**config.mk**
```make
export PLATFORM = sky130hd
export DESIGN_NAME = brx_bert_rx
export DESIGN_NICKNAME = d
export VERILOG_FILES = /design/src/rtl/brx_bert_rx.v
export VERILOG_INCLUDE_DIRS = /design/src /design/src/rtl
export SDC_FILE = /design/constraint.sdc
export NUM_CORES = 1
export LEC_CHECK = 0
export ABC_AREA = 1
export BUFFER_PORTS_ARGS = -buffer_cell sky130_fd_sc_hd__buf_2
export CAP_MARGIN = 20
export CORE_MARGIN = 4
export CORE_UTILIZATION = 35
export CTS_CLUSTER_DIAMETER = 60
export CTS_CLUSTER_SIZE = 20
export DETAILED_ROUTE_END_ITERATION = 8
export PLACE_DENSITY = 0.49
export SLEW_MARGIN = 20
export SYNTH_ARGS = -nofsm -noshare
export SYNTH_HDL_FRONTEND = slang
export SYNTH_SLANG_ARGS = --single-unit
```
**constraint.sdc**
```tcl
create_clock -name REF_CLK -period 2.1 [get_ports REF_CLK]
set_input_delay 0.315 -clock REF_CLK [delete_from_list [all_inputs] [get_ports REF_CLK]]
set_output_delay 0.315 -clock REF_CLK [all_outputs]
set_load 0.1 [all_outputs]
```
**src/rtl/brx_defines.vh**
```
`ifndef BRX_DEFINES_VH
`define BRX_DEFINES_VH
// Register byte addresses
`define BRX_ADDR_BC_LOW 12'h510
`define BRX_ADDR_BC_HIGH 12'h514
`define BRX_ADDR_EC_LOW_STAT 12'h518
`define BRX_ADDR_EC_HIGH 12'h51c
`define BRX_ADDR_CTRL 12'h520
`define BRX_ADDR_IRQ_STAT 12'h524
`define BRX_ADDR_IRQ_MASK 12'h528
// Status field positions
`define BRX_ST_SYNC 0
`define BRX_ST_ECO 1
`define BRX_ST_BCO 2
`define BRX_ST_BED 3
`define BRX_ST_LOS 4
`define BRX_ST_RA0 5
`define BRX_ST_RA1 6
// Control field positions
`define BRX_CT_LOAD 0
// Interrupt status/mask bits
`define BRX_IRQ_OVF 0
`define BRX_IRQ_BED 1
`define BRX_IRQ_SYNC 2
// Synchroniser and detector counts
`define BRX_SYNC_MATCH 6'd32
`define BRX_LOS_WINDOW 7'd64
`define BRX_LOS_ERRS 3'd6
`define BRX_RUN_LEN 5'd31
`define BRX_RESET_VAL 16'h0000
`endif

```
**src/rtl/brx_bert_rx.v**
```verilog
`timescale 1ns/100ps
`include "brx_defines.vh"
module brx_bert_rx #(
  parameter BC_W = 32,
  parameter EC_W = 24
) (
  input wire REF_CLK, // System clock
  input wire RESET, // Synchronous reset, active high
  input wire RX_DATA, // Received bit, same clock domain
  input wire RX_EXP, // Expected pattern bit
  input wire RX_BIT_EN, // One-cycle pulse per received bit
  input wire [11:0] AVS_ADDRESS, // Byte address
  input wire AVS_READ, // Read strobe
  input wire AVS_WRITE, // Write strobe
  input wire [31:0] AVS_WRITEDATA, // Write data
  input wire [3:0] AVS_BYTEENABLE, // Byte enables
  output reg [31:0] AVS_READDATA, // Read data
  output wire AVS_WAITREQUEST, // Wait request
  output wire IRQ // Level interrupt
);
  // ----------------------------------------------------------------
  // Bus handshake
  // ----------------------------------------------------------------
  // One wait cycle per access; ack_q marks the completing cycle
  reg ack_q;
  wire req = AVS_READ | AVS_WRITE;
  assign AVS_WAITREQUEST = req & ~ack_q;
  wire rd_done = AVS_READ & ack_q;
  wire wr_done = AVS_WRITE & ack_q;
  always @(posedge REF_CLK) begin
    if (RESET) begin
      ack_q <= 1'b0;
    end else begin
      ack_q <= req & ~ack_q;
    end
  end

  function sel;
    input [11:0] a;
    input [11:0] b;
    begin
      sel = (a[11:2] == b[11:2]);
    end
  endfunction

  wire rd_stat = rd_done & sel(AVS_ADDRESS, `BRX_ADDR_EC_LOW_STAT);
  wire wr_ctrl = wr_done & sel(AVS_ADDRESS, `BRX_ADDR_CTRL) & AVS_BYTEENABLE[0];
  wire wr_ctrl_hi = wr_done & sel(AVS_ADDRESS, `BRX_ADDR_CTRL) & AVS_BYTEENABLE[1];
  wire wr_istat = wr_done & sel(AVS_ADDRESS, `BRX_ADDR_IRQ_STAT) & AVS_BYTEENABLE[0];
  wire wr_imask = wr_done & sel(AVS_ADDRESS, `BRX_ADDR_IRQ_MASK) & AVS_BYTEENABLE[0];

  // ----------------------------------------------------------------
  // Counters
  // ----------------------------------------------------------------
  reg [BC_W-1:0] bit_cnt_q;
  reg [EC_W-1:0] err_cnt_q;
  reg [BC_W-1:0] bit_snap_q;
  reg [EC_W-1:0] err_snap_q;
  reg load_q;
  reg sync_q;
  wire bit_err = RX_BIT_EN & (RX_DATA ^ RX_EXP);
  wire bc_full = &bit_cnt_q;
  wire ec_full = &err_cnt_q;
  wire bc_ovf = RX_BIT_EN & ~bc_full & (&bit_cnt_q[BC_W-1:1]);
  wire ec_ovf = bit_err & ~ec_full & (&err_cnt_q[EC_W-1:1]);
  wire load_ctl = load_q;
  reg load_prev_q;
  wire load_rise = load_ctl & ~load_prev_q;

  always @(posedge REF_CLK) begin
    if (RESET) begin
      bit_cnt_q <= {BC_W{1'b0}};
      err_cnt_q <= {EC_W{1'b0}};
      bit_snap_q <= {BC_W{1'b0}};
      err_snap_q <= {EC_W{1'b0}};
      load_prev_q <= 1'b0;
    end else begin
      load_prev_q <= load_ctl;
      // Counting never depends on sync_q
      if (RX_BIT_EN && !bc_full) begin
        bit_cnt_q <= bit_cnt_q + {{(BC_W-1){1'b0}}, 1'b1};
      end
      if (bit_err && !ec_full) begin
        err_cnt_q <= err_cnt_q + {{(EC_W-1){1'b0}}, 1'b1};
      end
      if (load_rise) begin
        bit_snap_q <= bit_cnt_q;
        err_snap_q <= err_cnt_q;
      end
    end
  end

  // ----------------------------------------------------------------
  // Synchroniser
  // ----------------------------------------------------------------
  // While hunting, a run of matches locks; in sync, errors in a fixed
  // 64-bit window decide loss. Window is block based, not sliding.
  reg [5:0] match_q;
  reg [6:0] win_q;
  reg [2:0] werr_q;
  wire lose = bit_err & (werr_q == `BRX_LOS_ERRS - 3'd1);
  wire gain = RX_BIT_EN & ~bit_err & (match_q == `BRX_SYNC_MATCH - 6'd1);
  always @(posedge REF_CLK) begin
    if (RESET) begin
      sync_q <= 1'b0;
      match_q <= 6'd0;
      win_q <= 7'd0;
      werr_q <= 3'd0;
    end else if (RX_BIT_EN) begin
      if (!sync_q) begin
        win_q <= 7'd0;
        werr_q <= 3'd0;
        if (bit_err) begin
          match_q <= 6'd0;
        end else if (gain) begin
          sync_q <= 1'b1;
          match_q <= 6'd0;
        end else begin
          match_q <= match_q + 6'd1;
        end
      end else if (lose) begin
        sync_q <= 1'b0;
        win_q <= 7'd0;
        werr_q <= 3'd0;
      end else if (win_q == `BRX_LOS_WINDOW - 7'd1) begin
        win_q <= 7'd0;
        werr_q <= 3'd0;
      end else begin
        win_q <= win_q + 7'd1;
        werr_q <= werr_q + {2'b00, bit_err};
      end
    end
  end

  // ----------------------------------------------------------------
  // Run detectors
  // ----------------------------------------------------------------
  reg [4:0] zrun_q;
  reg [4:0] orun_q;
  wire zero_hit = RX_BIT_EN & ~RX_DATA & (zrun_q == `BRX_RUN_LEN - 5'd1);
  wire one_hit = RX_BIT_EN & RX_DATA & (orun_q == `BRX_RUN_LEN - 5'd1);
  always @(posedge REF_CLK) begin
    if (RESET) begin
      zrun_q <= 5'd0;
      orun_q <= 5'd0;
    end else if (RX_BIT_EN) begin
      if (RX_DATA) begin
        zrun_q <= 5'd0;
        orun_q <= (orun_q == `BRX_RUN_LEN) ? orun_q : orun_q + 5'd1;
      end else begin
        orun_q <= 5'd0;
        zrun_q <= (zrun_q == `BRX_RUN_LEN) ? zrun_q : zrun_q + 5'd1;
      end
    end
  end
  wire zeros_now = (zrun_q == `BRX_RUN_LEN);
  wire ones_now = (orun_q == `BRX_RUN_LEN);

  // ----------------------------------------------------------------
  // Latched status flags
  // ----------------------------------------------------------------
  reg eco_q;
  reg bco_q;
  reg bed_q;
  reg los_q;
  reg ra0_q;
  reg ra1_q;
  wire hunt_start = sync_q & lose;
  always @(posedge REF_CLK) begin
    if (RESET) begin
      eco_q <= 1'b0;
      bco_q <= 1'b0;
      bed_q <= 1'b0;
      los_q <= 1'b0;
      ra0_q <= 1'b0;
      ra1_q <= 1'b0;
    end else begin
      // Set terms come last so an event beats the read clear
      if (rd_stat) begin
        eco_q <= 1'b0;
        bco_q <= 1'b0;
        bed_q <= 1'b0;
        los_q <= 1'b0;
        // Run flags may only clear once the run is broken
        if (!zeros_now) begin
          ra0_q <= 1'b0;
        end
        if (!ones_now) begin
          ra1_q <= 1'b0;
        end
      end
      if (ec_ovf) begin
        eco_q <= 1'b1;
      end
      if (bc_ovf) begin
        bco_q <= 1'b1;
      end
      if (bit_err && sync_q) begin
        bed_q <= 1'b1;
      end
      if (hunt_start) begin
        los_q <= 1'b1;
      end
      if (zero_hit) begin
        ra0_q <= 1'b1;
      end
      if (one_hit) begin
        ra1_q <= 1'b1;
      end
    end
  end

  // ----------------------------------------------------------------
  // Control, interrupt status and mask
  // ----------------------------------------------------------------
  reg ie_ovf_q;
  reg ie_bed_q;
  reg ie_sync_q;
  reg [2:0] ist_q;
  reg [2:0] imask_q;
  wire [2:0] iev;
  assign iev[`BRX_IRQ_OVF] = ec_ovf | bc_ovf;
  assign iev[`BRX_IRQ_BED] = bit_err & sync_q;
  assign iev[`BRX_IRQ_SYNC] = gain & ~sync_q | hunt_start;
  always @(posedge REF_CLK) begin
    if (RESET) begin
      load_q <= 1'b0;
      ie_ovf_q <= 1'b0;
      ie_bed_q <= 1'b0;
      ie_sync_q <= 1'b0;
      ist_q <= 3'h0;
      imask_q <= 3'h0;
    end else begin
      if (wr_ctrl) begin
        load_q <= AVS_WRITEDATA[`BRX_CT_LOAD];
      end
      if (wr_ctrl_hi) begin
        ie_ovf_q <= AVS_WRITEDATA[13];
        ie_bed_q <= AVS_WRITEDATA[14];
        ie_sync_q <= AVS_WRITEDATA[15];
      end
      if (wr_imask) begin
        imask_q <= AVS_WRITEDATA[2:0];
      end
      // Write one to clear; new events win
      ist_q <= (ist_q & ~(wr_istat ? AVS_WRITEDATA[2:0] : 3'h0)) | iev;
    end
  end
  wire [2:0] ien = {ie_sync_q, ie_bed_q, ie_ovf_q};
  assign IRQ = |(ist_q & imask_q & ien);

  // ----------------------------------------------------------------
  // Read mux
  // ----------------------------------------------------------------
  // Snapshots widened to the register layout; narrow builds read zeros above
  reg [31:0] bit_snap_x;
  reg [23:0] err_snap_x;
  always @* begin
    bit_snap_x = 32'h00000000;
    bit_snap_x[BC_W-1:0] = bit_snap_q;
    err_snap_x = 24'h000000;
    err_snap_x[EC_W-1:0] = err_snap_q;
  end
  wire [15:0] stat_word = {err_snap_x[7:0], 1'b0, ra1_q, ra0_q, los_q, bed_q,
                           bco_q, eco_q, sync_q};
  always @(posedge REF_CLK) begin
    if (RESET) begin
      AVS_READDATA <= 32'h00000000;
    end else if (AVS_READ & ~ack_q) begin
      case ({2'b00, AVS_ADDRESS[11:2]})
        `BRX_ADDR_BC_LOW >> 2: AVS_READDATA <= {16'h0000, bit_snap_x[15:0]};
        `BRX_ADDR_BC_HIGH >> 2: AVS_READDATA <= {16'h0000, bit_snap_x[31:16]};
        `BRX_ADDR_EC_LOW_STAT >> 2: AVS_READDATA <= {16'h0000, stat_word};
        `BRX_ADDR_EC_HIGH >> 2: AVS_READDATA <= {16'h0000, err_snap_x[23:8]};
        `BRX_ADDR_CTRL >> 2: AVS_READDATA <= {16'h0000, ie_sync_q, ie_bed_q,
                                               ie_ovf_q, 12'h000, load_q};
        `BRX_ADDR_IRQ_STAT >> 2: AVS_READDATA <= {29'h00000000, ist_q};
        `BRX_ADDR_IRQ_MASK >> 2: AVS_READDATA <= {29'h00000000, imask_q};
        default: AVS_READDATA <= 32'h00000000;
      endcase
    end
  end
endmodule

```
### Yosys cells after proc, flatten, opt, wreduce, memory -nomap -nowiden

Cells that the tools add are included.

| storage, ports and cells | value |
|---|---|
| flip-flop bits (word level) | 189 |
| input port bits | 55 |
| output and inout bits | 34 |
| word-level logic and storage cells | 144 |

| cells by class | value |
|---|---|
| $add $sub $neg | 7 |
| equal/unequal tests | 18 |
| multiplexer cells | 29 |
| bitwise logic cells | 44 |
| reduce and logical (&&, ||, !) cells | 21 |

Operators with widths:

| kind | number |
|---|---|
| $pmux 16 s7 | 1 |
| $eq 10x9->1 const B | 7 |
| $add 32x1->32 const B | 1 |
| $reduce_and 32->1 | 1 |
| $reduce_and 31->1 | 1 |
| $and 1x1->1 | 28 |
| $add 24x1->24 const B | 1 |
| $reduce_and 24->1 | 1 |
| $reduce_and 23->1 | 1 |
| $mux 7 | 3 |
| $eq 5x5->1 const B | 4 |
| $mux 5 | 4 |
| $mux 1 | 15 |
| $mux 3 | 4 |
| $mux 6 | 2 |
| $reduce_bool 2->1 | 6 |
| $add 5x1->5 const B | 2 |
| $reduce_and 2->1 | 5 |
| $and 3x3->3 | 3 |
| $ne 2x2->1 const B | 4 |
| $add 7x1->7 const B | 1 |
| $eq 7x6->1 const B | 1 |
| $not 1->1 | 7 |
| $add 6x1->6 const B | 1 |
| 10 further kinds | 15 |

### Longest topological paths before layout

| depth | value |
|---|---|
| depth in word-level cells | 8 |
| mapped depth | 12 |
| gate-level depth less buffers | 12 |

### Worst setup path after synthesis

No wires, ideal clock.

| path | value |
|---|---|
| kind | in2out |
| start point | in AVS_WRITE |
| end point | out AVS_WAITREQUEST |
| arrival time | 1.611 ns |
| required time | 1.785 ns |
| setup slack | 0.174 ns |
| stages | 2 |
| path buffers | 0 |
| path through | nor2_1 -> nor2_1 |

| between the ends | value |
|---|---|
| word-level cells in the longest chain between the ends | 2 |

RTL lines:

| item | RTL line | RTL |
|---|---|---|
| start: declaration | brx_bert_rx.v:14 | `input wire AVS_WRITE,` |
| $or 1x1->1 | brx_bert_rx.v:26 | `wire req = AVS_READ \| AVS_WRITE;` |
| $and 1x1->1 | brx_bert_rx.v:27 | `assign AVS_WAITREQUEST = req & ~ack_q;` |
| end: declaration | brx_bert_rx.v:18 | `output wire AVS_WAITREQUEST,` |

Every way passes these cells.

### Final worst setup path

| path | value |
|---|---|
| start point | reg bit_cnt_q[1] |
| end point | reg bit_cnt_q[15] |

| between the ends | value |
|---|---|
| word-level cells in the longest chain between the ends | 3 |

RTL lines:

| item | RTL line | RTL |
|---|---|---|
| start: declaration | brx_bert_rx.v:55 | `reg [BC_W-1:0] bit_cnt_q;` |
| start signal: assignment | brx_bert_rx.v:72 | `bit_cnt_q <= {BC_W{1'b0}};` |
| start signal: assignment | brx_bert_rx.v:81 | `bit_cnt_q <= bit_cnt_q + {{(BC_W-1){1'b0}}, 1'b1};` |
| branches (longest 3 deep; another with $add 32x1->32) | n/a |  |

Parallel ways; which one is timed is not known.
A chain may end at the register's enable or synchronous reset.

==> flow_summary_export.csv <==
group,metric,value,unit
synth,ys_types,41,
floorplan,fp-row-count,58,
global_routing,grt_usage,18.43,%
final_layout,finalNonFillerCells,1731,
flow_run,max_cap_viol_count,0,
synth,async_flop_share,0,%
timing,slew_headroom,42.03,%
timing,fmax,0.5368,GHz
floorplan,die_w,168.1,um
floorplan,die_h,168.1,um
synth,yosysMostFrequentCell,"nand2_1",
global_routing,overflow,0,
clock_network,insertion_delay,0.44,ns
clock_network,path_clk_slew,0.08,ns
routing,vias,8400,
routing,drt_iter0_markers,573,
synth,synth_edf_count,0,
global_routing,grt_pass1_wl,41590,um
placement,port-buffer-count,42,
synth,synth-simple-area-share,34.46,%
synth,yosys-mux-area-fraction,0,%
clock_network,numCtsBuffers,17,
routing,first_pass_iters,5,
synth,synthTopCellsByArea,"dfxtp_1, nand2_1, nor2_1",
routing,wire_per_inst,15.04,um
critical_path,path_class,"reg2reg",
synth,synth_top_area_cell,"dfxtp_1",
final_layout,nets,1455,
synth,synthXorXnorAreaFrac,2.049,%
timing,hold_viol,0,
final_layout,fillers,2709,
clock_network,cts_hold_buf,0,
critical_path,cp.required,2.42,ns
global_routing,grt_max_degree,87,
synth,synthAdderAreaFrac,1.673,%
floorplan,design.core.area,25180,sq um
timing,rsz0062_at_grt,"false",
floorplan,dieArea,28270,sq um
floorplan,start_util,35.65,%
clock_network,cts_tree,"yes",
synth,yosysTopAreaCellShare,38.58,%
global_routing,antenna_found_initial,1,
final_layout,antenna_cells,0,
clock_network,cts.sinks,173,
power_and_ir_drop,vdd_ir_drop_max,0.4225,mV
min_path,hold_class,"in2reg",
timing,slew_violations,0,
final_layout,drive_gt1_share,10.85,%
power_and_ir_drop,power.leakage,3.981,nW
timing,setup_viol,0,
power_and_ir_drop,power_density,684.4,nW/um^2
critical_path,r2r_slack,0.24,ns
synth,synth_top_family_by_area,"simple AND/OR/NAND/NOR gates",
global_routing,grt_pass1_vias,7784,
routing,drc_errors,0,
placement,hpwl,19380,um
synth,syn_avg_cell_area,6.674,sq um
clock_network,cts-htree-levels,4,
routing,wl_met2,11520,um
routing,viasPerCell,4.853,
clock_network,clockBufferDepth,2,
routing,wl_met1,13240,um
routing,routed_wl,26030,um
synth,synthTopCellsByCount,"nand2_1, nor2_1, dfxtp_1",
timing,hold_ws,0.1169,ns
power_and_ir_drop,power,6.975,mW
routing,wl_met3,859,um
clock_network,root_buffer,"clkbuf_16",
critical_path,worstPathArrival,2.18,ns
timing,final.min_clock_period,1.863,ns
floorplan,pin_count,89,
final_layout,syn2layout_area_growth,13.53,%
clock_network,post_cts_buffers,0,
timing,worstMarginPinSlew,0.8686,ns
synth,seq_area_frac_synth,38.58,%
timing,finalClockSkew,0.01221,ns
synth,yosys_warnings,0,
critical_path,startpoint_type,"flip-flop",
critical_path,cp-end-kind,"flip-flop",
synth,synth_flop_cell,"dfxtp_1",
routing,drtAntennaViolNets,0,
synth,synth_compound_area_share,13.23,%
placement,globalplace.congestion,0.8550,
status,status,"completed",
critical_path,worst-path-max-fanout,14,
placement,place_inst,1699,
timing,finalCritPeriodShare,88.70,%
synth,ys_seq_elements,173,
synth,syn_area,8976,sq um
synth,syn_inst,1345,
routing,top_layer_used,"met4",
timing,fin_tns_setup,0,ns
metal layers:
layer / track usage, % / up-vias
met3: 2.771 / 23
met1: 26.48 / 3795
li1: - / 4432
met2: 28.67 / 150
met5: 0 / -
met4: 5.540 / 0
power by group:
part           internal (mW)  switching, mW
Combinational         0.0939          0.371
Clock                   1.61           1.59
Sequential              3.29         0.0133
Total                   5.00           1.98
cells in the final DEF (no fill, tap or decap), drive strengths merged, types with 39 or more instances in the layout:
cell / Yosys / layout
nand2: 333 / 333
nor2: 191 / 191
dfxtp: 173 / 173
inv: 134 / 144
a21oi: 130 / 130
o21ai: 94 / 94
buf: 36 / 78
nand3: 77 / 77
nand4: 49 / 49
nor3: 39 / 39
state kept, by name, summed over array words and instances, names as in the netlist, 5 cells and up:
| signal | count |
|---|---|
| win_q | 7 |
| bit_snap_q | 32 |
| AVS_READDATA | 16 |
| err_cnt_q | 24 |
| match_q | 6 |
| err_snap_q | 24 |
| orun_q | 5 |
| zrun_q | 5 |
| bit_cnt_q | 32 |
repair_timing:
action | in CTS | in global routing
resized for setup | 0 | 6
setup endpoints to repair | 0 | 31
hold endpoints to repair | 0 | 0
per-stage QoR:
step                worst slack, ns  utilization (%)  instance area (sq um)
floorplan                    0.1744                -                   9032
global placement             0.1564            38.07                   9585
detailed placement           0.1410            38.07                   9585
CTS                          0.1093            40.43                  10180
global route                0.02744            40.47                  10190
finish                       0.2373            40.47                  10190
worst max-delay path, cell delays in order, from the launching register on:
cell and delay, ns:
dfxtp_1 0.38, ha_1 0.22, nand3_2 0.14, inv_2 0.10
nand2_2 0.10, nor2_4 0.17, nand2_4 0.11, nand2_8 0.11
buf_4 0.21, o21ai_0 0.09, nand2_1 0.07, nor2_1 0.04
cells by family (layout without fill, tap and decap cells):
group,count (synthesis),count (layout)
buffers and inverters,204,245
AO/OA/AOI/OAI,232,232
AND/OR/NAND/NOR,702,702
XOR/XNOR,21,21
other,1,16
adder cells (fa/ha/maj),12,12
flip-flops,173,173
cell type report:
class,count,area (sq um),area share (%)
clock buffer,17,425.4,4.174
clock inverter,15,170.2,1.670
sequential,173,3463,33.98
multi-input combinational,983,4690,46.02
inverter,135,511.7,5.021
tap,330,412.9,4.052
timing repair buffer,78,518.0,5.083
path summary, 6_finish.rpt:
path,startpoint,end,depth (start not counted)
worst max-delay path,bit_cnt_q[1],bit_cnt_q[15],11
worst min-delay path,AVS_WRITEDATA[14],ie_bed_q,3
worst max register to register,bit_cnt_q[1],bit_cnt_q[15],11
worst min register to register,err_snap_q[21],err_snap_q[21],2
No activity file was read; power rests on OpenSTA's default activity.
